### config.mk
export PLATFORM = sky130hd
export DESIGN_NAME = gcsp_port
export DESIGN_NICKNAME = d
export VERILOG_FILES = /design/src/gcsp_pkg.sv /design/src/gcsp_sync.sv /design/src/gcsp_port.sv
export SDC_FILE = /design/constraint.sdc
export NUM_CORES = 1
export LEC_CHECK = 0
export ABC_AREA = 0
export BUFFER_PORTS_ARGS = -buffer_cell sky130_fd_sc_hd__buf_2
export CAP_MARGIN = 10
export CORE_MARGIN = 1.5
export CORE_UTILIZATION = 50
export DETAILED_ROUTE_END_ITERATION = 16
export PLACE_DENSITY = 0.72
export SYNTH_ARGS = -nofsm -noshare
export SYNTH_HDL_FRONTEND = slang
export SYNTH_SLANG_ARGS = --single-unit
### constraint.sdc
create_clock -name ref_clk_i -period 1.4 [get_ports ref_clk_i]
set_input_delay 0.42 -clock ref_clk_i [delete_from_list [all_inputs] [get_ports ref_clk_i]]
set_output_delay 0.42 -clock ref_clk_i [all_outputs]
set_load 0.01 [all_outputs]
### src/gcsp_pkg.sv
package gcsp_pkg;
    // control word layout
    localparam int unsigned WORD_W    = 8;
    localparam int unsigned LEVEL_W   = 2;
    localparam int unsigned GAIN_W    = 6;
    localparam int unsigned LEVEL_MSB = 7;
    localparam int unsigned LEVEL_LSB = 6;
    localparam int unsigned GAIN_MSB  = 5;
    localparam int unsigned GAIN_LSB  = 0;

    // legal gain code span
    localparam logic [5:0] GAIN_MIN = 6'h01;
    localparam logic [5:0] GAIN_MAX = 6'h3C;

    // values after reset
    localparam logic [7:0] RST_WORD   = 8'h01;
    localparam logic [1:0] RST_LEVEL  = 2'h0;
    localparam logic [5:0] RST_GAIN   = 6'h01;
    localparam logic       RST_MASTER = 1'b0;

    // synchroniser vector order and reset levels
    localparam int unsigned PIN_CNT   = 5;
    localparam int unsigned PIN_SCLK  = 0;
    localparam int unsigned PIN_LWN   = 1;
    localparam int unsigned PIN_SIN   = 2;
    localparam int unsigned PIN_TX    = 3;
    localparam int unsigned PIN_SLPN  = 4;
    localparam logic [4:0]  RST_PINS  = 5'h02;

    typedef enum logic {
        LW_HELD,
        LW_OPEN
    } gcsp_win_t;
endpackage

### src/gcsp_sync.sv
`timescale 1ns/10ps
module gcsp_sync #(
    parameter int unsigned      W       = 1,
    parameter logic [W-1:0]     RST_VAL = '0
) (
    // clock and reset
    input  wire logic           ref_clk_i,
    input  wire logic           arst_n_i,
    // asynchronous levels in, synchronised levels out
    input  wire logic [W-1:0]   async_i,
    output logic      [W-1:0]   sync_o
);
    logic [W-1:0] stage1;
    logic [W-1:0] next_stage1;
    logic [W-1:0] next_sync;

    always_comb begin
        next_stage1 = async_i;
        next_sync   = stage1;
    end

    always_ff @(posedge ref_clk_i or negedge arst_n_i) begin
        if (!arst_n_i) begin
            stage1 <= RST_VAL;
            sync_o <= RST_VAL;
        end else begin
            stage1 <= next_stage1;
            sync_o <= next_sync;
        end
    end
endmodule // gcsp_sync

### src/gcsp_port.sv
`timescale 1ns/10ps
// Operation
// - transmit gate low disables, high enables
// - window rising edge applies shifted word
// - window high: serial clock edges ignored
// - window falling edge opens shift register to serial bits
// - window low: serial bits accepted
// - eight-bit word, most significant bit first
// - serial clock rise captures bit into master
// - serial clock fall moves master to slave
// - sleep low powers down, high powers up
// - bits 7:6 level, bits 5:0 gain
// - gain codes 01 to 60, 1 dB steps
// - transmit gate acts independent of serial clock
module gcsp_port (
    // clock and reset
    input  wire logic        ref_clk_i,
    input  wire logic        arst_n_i,
    // serial control pins
    input  wire logic        serial_clk_i,
    input  wire logic        load_window_n_i,
    input  wire logic        serial_in_i,
    // power control pins
    input  wire logic        transmit_gate_i,
    input  wire logic        sleep_n_i,
    // applied settings
    output logic [1:0]       drive_level_select_o,
    output logic [5:0]       gain_code_o,
    output logic             gain_reserved_o,
    output logic             word_applied_o,
    // power state
    output logic             tx_enable_o,
    output logic             power_up_o
);
    function automatic logic gain_is_reserved(input logic [5:0] code);
        gain_is_reserved = (code < gcsp_pkg::GAIN_MIN) || (code > gcsp_pkg::GAIN_MAX);
    endfunction

    logic [gcsp_pkg::PIN_CNT-1:0] pins_s;
    logic                         s_sclk;
    logic                         s_lwn;
    logic                         s_sin;
    logic                         s_tx;
    logic                         s_slpn;

    // every pin passes two flip-flops before use
    gcsp_sync #(
        .W       (gcsp_pkg::PIN_CNT),
        .RST_VAL (gcsp_pkg::RST_PINS)
    ) u_sync (
        .ref_clk_i (ref_clk_i),
        .arst_n_i  (arst_n_i),
        .async_i   ({sleep_n_i, transmit_gate_i, serial_in_i, load_window_n_i, serial_clk_i}),
        .sync_o    (pins_s)
    );

    assign s_sclk = pins_s[gcsp_pkg::PIN_SCLK];
    assign s_lwn  = pins_s[gcsp_pkg::PIN_LWN];
    assign s_sin  = pins_s[gcsp_pkg::PIN_SIN];
    assign s_tx   = pins_s[gcsp_pkg::PIN_TX];
    assign s_slpn = pins_s[gcsp_pkg::PIN_SLPN];

    // edge history
    logic sclk_d;
    logic lwn_d;
    logic sclk_rise;
    logic sclk_fall;
    logic lw_rise;
    logic lw_fall;

    assign sclk_rise = s_sclk & ~sclk_d;
    assign sclk_fall = ~s_sclk & sclk_d;
    assign lw_rise   = s_lwn & ~lwn_d;
    assign lw_fall   = ~s_lwn & lwn_d;

    // window state and shift register
    gcsp_pkg::gcsp_win_t              state;
    gcsp_pkg::gcsp_win_t              next_state;
    logic                             master;
    logic                             next_master;
    logic [gcsp_pkg::WORD_W-1:0]      shift_reg;
    logic [gcsp_pkg::WORD_W-1:0]      next_shift_reg;
    logic                             shift_open;
    logic                             apply;

    // serial clock counts only while the window is open and still low
    assign shift_open = (state == gcsp_pkg::LW_OPEN) && !s_lwn;
    assign apply      = (state == gcsp_pkg::LW_OPEN) && lw_rise;

    // applied settings
    logic [1:0] next_level;
    logic [5:0] next_gain;
    logic       next_reserved;
    logic       next_applied;
    logic       next_tx;
    logic       next_pwr;

    always_comb begin
        next_state     = state;
        next_master    = master;
        next_shift_reg = shift_reg;
        next_level     = drive_level_select_o;
        next_gain      = gain_code_o;
        next_reserved  = gain_reserved_o;
        next_applied   = 1'b0;
        case (state)
            gcsp_pkg::LW_HELD: begin
                if (lw_fall) begin
                    next_state = gcsp_pkg::LW_OPEN;
                end
            end
            gcsp_pkg::LW_OPEN: begin
                if (lw_rise) begin
                    next_state = gcsp_pkg::LW_HELD;
                end
            end
            default: begin
                next_state = gcsp_pkg::LW_HELD;
            end
        endcase
        if (shift_open && sclk_rise) begin
            next_master = s_sin;
        end
        if (shift_open && sclk_fall) begin
            // msb first: older bits move up, oldest beyond eight drop out
            next_shift_reg = {shift_reg[gcsp_pkg::WORD_W-2:0], master};
        end
        if (apply) begin
            next_level    = shift_reg[gcsp_pkg::LEVEL_MSB:gcsp_pkg::LEVEL_LSB];
            next_gain     = shift_reg[gcsp_pkg::GAIN_MSB:gcsp_pkg::GAIN_LSB];
            next_reserved = gain_is_reserved(shift_reg[gcsp_pkg::GAIN_MSB:gcsp_pkg::GAIN_LSB]);
            next_applied  = 1'b1;
        end
        next_tx  = s_tx;
        next_pwr = s_slpn;
    end

    always_ff @(posedge ref_clk_i or negedge arst_n_i) begin
        if (!arst_n_i) begin
            sclk_d               <= 1'b0;
            lwn_d                <= 1'b1;
            state                <= gcsp_pkg::LW_HELD;
            master               <= gcsp_pkg::RST_MASTER;
            shift_reg            <= gcsp_pkg::RST_WORD;
            drive_level_select_o <= gcsp_pkg::RST_LEVEL;
            gain_code_o          <= gcsp_pkg::RST_GAIN;
            gain_reserved_o      <= 1'b0;
            word_applied_o       <= 1'b0;
            tx_enable_o          <= 1'b0;
            power_up_o           <= 1'b0;
        end else begin
            sclk_d               <= s_sclk;
            lwn_d                <= s_lwn;
            state                <= next_state;
            master               <= next_master;
            shift_reg            <= next_shift_reg;
            drive_level_select_o <= next_level;
            gain_code_o          <= next_gain;
            gain_reserved_o      <= next_reserved;
            word_applied_o       <= next_applied;
            tx_enable_o          <= next_tx;
            power_up_o           <= next_pwr;
        end
    end
endmodule // gcsp_port

# [Word level (Yosys, flattened, before mapping)]
# Cells that the tools add are included.
[totals] ff_bits=34 latch_bits=0 ram_bits=0 rom_bits=0 elab_cells=34 mem_count=0
[op_classes] addsub=0 n_mul=0 div_mod_pow=0 order_cmp=2 eq_ne=0 n_shift=0 mux=4 bitwise=9 n_reduce_logical=6
[ops] operator="$gt 6x6->1 const B" count=1
[ops] operator="$lt 6x1->1 const B" count=1
[ops] operator="$not 1->1" count=5
[ops] operator="$and 1x1->1" count=4
[ops] operator="$logic_and 1x1->1" count=4
[ops] operator="$mux 1" count=3
[ops] operator="$pmux 1 s2" count=1
[ops] operator="$logic_not 1->1" count=1
[ops] operator="$logic_or 1x1->1" count=1

# [Depth between registers and ports, before layout]
[logic_depth] ltp_word=4 mapped_depth=4

# [Cells and area by module]
# Synthesis repeated with hierarchy kept, for this count alone.
[hier_totals] cells_unflattened=65 area_unflattened_um2=1182.4
[modules_own_cells] mod="gcsp_port" instances=1 cells_per_inst=55 area_per_inst_um2=929.6 seq_area_each_um2=604.3
[modules_own_cells] mod="gcsp_sync" instances=1 cells_per_inst=10 area_per_inst_um2=252.7 seq_area_each_um2=252.7

# [Worst setup path after synthesis]
# Ideal clock, no wire load.
[synth_timing] path_type="register -> register" startpoint="register u_sync.sync_o[1]" endpoint="register shift_reg[1] (netlist name)" arrival_ns=1.166 required_ns=1.275 slack_ns=0.109 path_stages_with_launch=4 n_path_buf=1 period_less_slack_ns=1.291 path_cell_list="dfstp_2 and4bb_1 buf_6 mux2_4"
[synth_between] elab_chain_cells=3
[synth_rtl] item="start, declared" line="gcsp_sync.sv:11" text="output logic [W-1:0] sync_o"
[synth_rtl] item="start signal, assigned" line="gcsp_sync.sv:28" text="sync_o <= next_sync;"
[synth_rtl] item="$logic_not 1->1" line="gcsp_port.sv:87" text="assign shift_open = (state == gcsp_pkg::LW_OPEN) && !s_lwn;"
[synth_rtl] item="$logic_and 1x1->1" line="gcsp_port.sv:87"
[synth_rtl] item="$logic_and 1x1->1" line="gcsp_port.sv:124" text="if (shift_open && sclk_fall) begin"
[synth_rtl] item="end signal, assigned" line="gcsp_port.sv:144" text="shift_reg <= gcsp_pkg::RST_WORD;"
[synth_rtl] item="end signal, assigned" line="gcsp_port.sv:156" text="shift_reg <= next_shift_reg;"
[synth_rtl] item="end, declared" line="gcsp_port.sv:81" text="logic [gcsp_pkg::WORD_W-1:0] shift_reg;"
# No other way between the ends.
# A chain may end at the register's enable or synchronous reset.

# [Worst setup path in the final report]
[layout_timing] startpoint="register gain_code_o[0]" endpoint="output port gain_code_o[0]"
[layout_lines] item="start, declared" line="gcsp_port.sv:28" text="output logic [5:0] gain_code_o,"
[layout_lines] item="start signal, assigned" line="gcsp_port.sv:146" text="gain_code_o <= gcsp_pkg::RST_GAIN;"
[layout_lines] item="start signal, assigned" line="gcsp_port.sv:158" text="gain_code_o <= next_gain;"
# No word-level cell between the ends.

==> run summary <==
CP Launch Type: flip-flop
Number of port buffers: 18
Library cells used by synthesis: 17
Chip width: 51.6 um
CTS Sinks: 34
Leakage power figure: 0.708 nW
Vias per cell: 5.10
Gr ovfl total: 0
Max-slew violation count: 0
FF+latch count, synth: 34
Post-DRT Antenna Nets: 0
Worst Path Buf+Inv: 1
Routed WL: 1610 um
Crit path max fanout: 2
Detailed Place HPWL: 1190 um
WL/cell: 13.3 um
Power share of the clock group: 0.249
Mean post-synth cell area: 18.2 sq um
Hold WC Path Type: in -> reg
Starting DRT DRC Count: 1
Ports: 19
Max reg flops: 8
Largest area contributor in the netlist: dfrtp_1
Worst Path Required: 0.98 ns
Total die area: 2670 sq um
Dominant cells by area after synthesis: dfrtp_1, dfstp_2, mux2_4
Measured slew at the worst slew-check pin: 0.380 ns
Pre-CTS setup slack: -0.0393 ns
Root Driver: clkbuf_4
Clock skew: 0.00765 ns
Max VDD drop: 0.833 mV
Sw Ratio: 0.243
Critical path type: reg -> out
Residual DRC: 0
Met3 WL: 88 um
Vias in the first global route: 574
Mapped Nets: 72
Top cells by count, synth: dfrtp_1, mux2_2, mux2_4
Final hold vios: 0
GPL Wtd Cong: 0.750
Num CTS Buffers: 5
Slowest CP cell: dfstp_2
DRT met1 WL: 694 um
Final min period: 1.37 ns
Async set or reset register ratio after synthesis: 1.00
Sequential cell fraction of total power: 0.588
Row count: 17
Pint: 1.60 mW
Post-synthesis sequential area ratio: 0.725
Cells after synthesis: 65
Synth Flop Type: dfrtp_1
Area after DPL: 1330 sq um
Final nets: 99
Mapped Area: 1180 sq um
PnR worst setup slack: 0.0269 ns
Final std cells w/o fill: 121
Status: complete, no violations
F_max: 728 MHz
Router iterations before antenna repair: 2
Number of synthesized flops with an enable pin: 0
Wire length on met2: 762 um
Initial Util: 0.535
Switching power: 0.516 mW
Max layer used: met4
Count leader, synth: dfrtp_1
Layout cells sized above 1: 0.559
Fin util: 0.634
Antenna violations before repair: 0
Clock Path Buffers: 2
Clock Latency Late Sink: 0.32 ns
Critical Path End Type: primary output
Gr usage total: 0.155
Crit path largest cell delay: 0.54 ns
Placeable Area: 2210 sq um
Yosys warns: 0
Unrepaired setup endpoints after global routing: yes
Number of diodes: 0
Via count: 617
Combinational power share: 0.163
Largest net degree at the start of global routing: 20
Placed Cells: 112
Arr. time, crit path: 0.95 ns
Pwr/cell area: 1510 nW/um^2
Max cap viols: 0
First-pass GRT wire length: 2670 um
Final Cycle Share: 0.981
CP Cell Sequence: buf_6
Finish-stage setup viols: 0
Die Y-Extent: 51.6 um
H-tree Lvls: 2
Max-slew headroom: 0.747
Synth-to-Final Area Change: 18.6%
CTS tree: yes
Share of Yosys cell area claimed by the top area cell type: 0.614
Critical path's top delay family: flip-flops
Design area: 1400 sq um
# Post-CTS Setup Buffers: 0
Reg clk slew, reported paths: 0.09 ns
## final timing paths
kind	start	depth (start not counted)	slack [ns]	endpoint
setup / recovery	gain_code_o[0]	1	0.03	gain_code_o[0]
hold / removal	load_window_n_i	1	0.19	u_sync.next_sync[1]
setup reg to reg	u_sync.sync_o[1]	2	0.06	shift_reg[6]
hold reg to reg	u_sync.sync_o[3]	0	0.35	tx_enable_o
max in group asynchronous	arst_n_i	3	0.36	gain_code_o[0]
min in group asynchronous	arst_n_i	2	0.54	drive_level_select_o[0]
## through the flow
step	power (mW)	setup TNS [ns]	hold WS, ns
3_5_place_dp	1.60	-0.219	0.336
6_report	2.12	0	0.187
2_1_floorplan	1.46	0	0.124
3_3_place_gp	1.58	0	0.332
5_1_grt	2.25	-0.0139	0.159
4_1_cts	2.16	0	0.170
## final cells by class
| type | instances | area [sq um] |
|---|---|---|
| Tap cell | 28 | 35.0 |
| Sequential cell | 34 | 857 |
| Multi-Input combinational cell | 27 | 302 |
| Inverter | 2 | 7.51 |
| Clock buffer | 7 | 55.1 |
| Clock inverter | 1 | 5.00 |
| Timing Repair Buffer | 22 | 141 |
| Fill cell | 178 | 810 |
## cells by family after synthesis
family	after synthesis	synth area share
simple gates	7	0.0466
mux	18	0.196
flops	34	0.725
fa+ha+maj	1	0.00847
buf+inv	4	0.0201
compound gates	1	0.00423
## power groups by stage
| stage | Clock [mW] | Sequential [mW] | Combinational, mW |
|---|---|---|---|
| after floorplan | 0 | 1.27 | 0.187 |
| after global placement | 0 | 1.25 | 0.327 |
| after detailed placement | 0 | 1.27 | 0.334 |
| after CTS | 0.557 | 1.25 | 0.353 |
| after global routing | 0.595 | 1.27 | 0.382 |
| final | 0.527 | 1.25 | 0.344 |
## repair_timing
item                                   in CTS  in global routing
hold buffers                                1                  0
gates resized for setup                     2                  0
endpoints found under the hold margin      11                  0
setup endpoints to repair                   8                  1
pin swaps                                   0                  0
## metal layers
layer | track usage | up-vias
li1 | - | 279
met1 | 0.184 | 313
met2 | 0.224 | 18
met3 | 0.0517 | 7
met4 | 0.132 | 0
met5 | 0 | -
## cell usage in the layout (no fill, tap or decap)
| cell | n |
|---|---|
| nor4_1 | 1 |
| mux2i_1 | 1 |
| buf_12 | 1 |
| buf_2 | 17 |
| o21ai_0 | 1 |
| nor2_1 | 1 |
| and4bb_2 | 2 |
| clkbuf_1 | 1 |
| mux2_4 | 8 |
| clkinv_2 | 1 |
| dlygate4sd3_1 | 1 |
| and4_1 | 1 |
| dfrtp_1 | 29 |
| buf_4 | 2 |
| clkbuf_4 | 5 |
| dfstp_2 | 5 |
| nand3b_1 | 1 |
| mux2_2 | 9 |
| inv_1 | 2 |
| clkbuf_8 | 1 |
| nand2_1 | 1 |
| buf_6 | 1 |
| maj3_1 | 1 |
No activity file was read; power rests on OpenSTA's default activity.
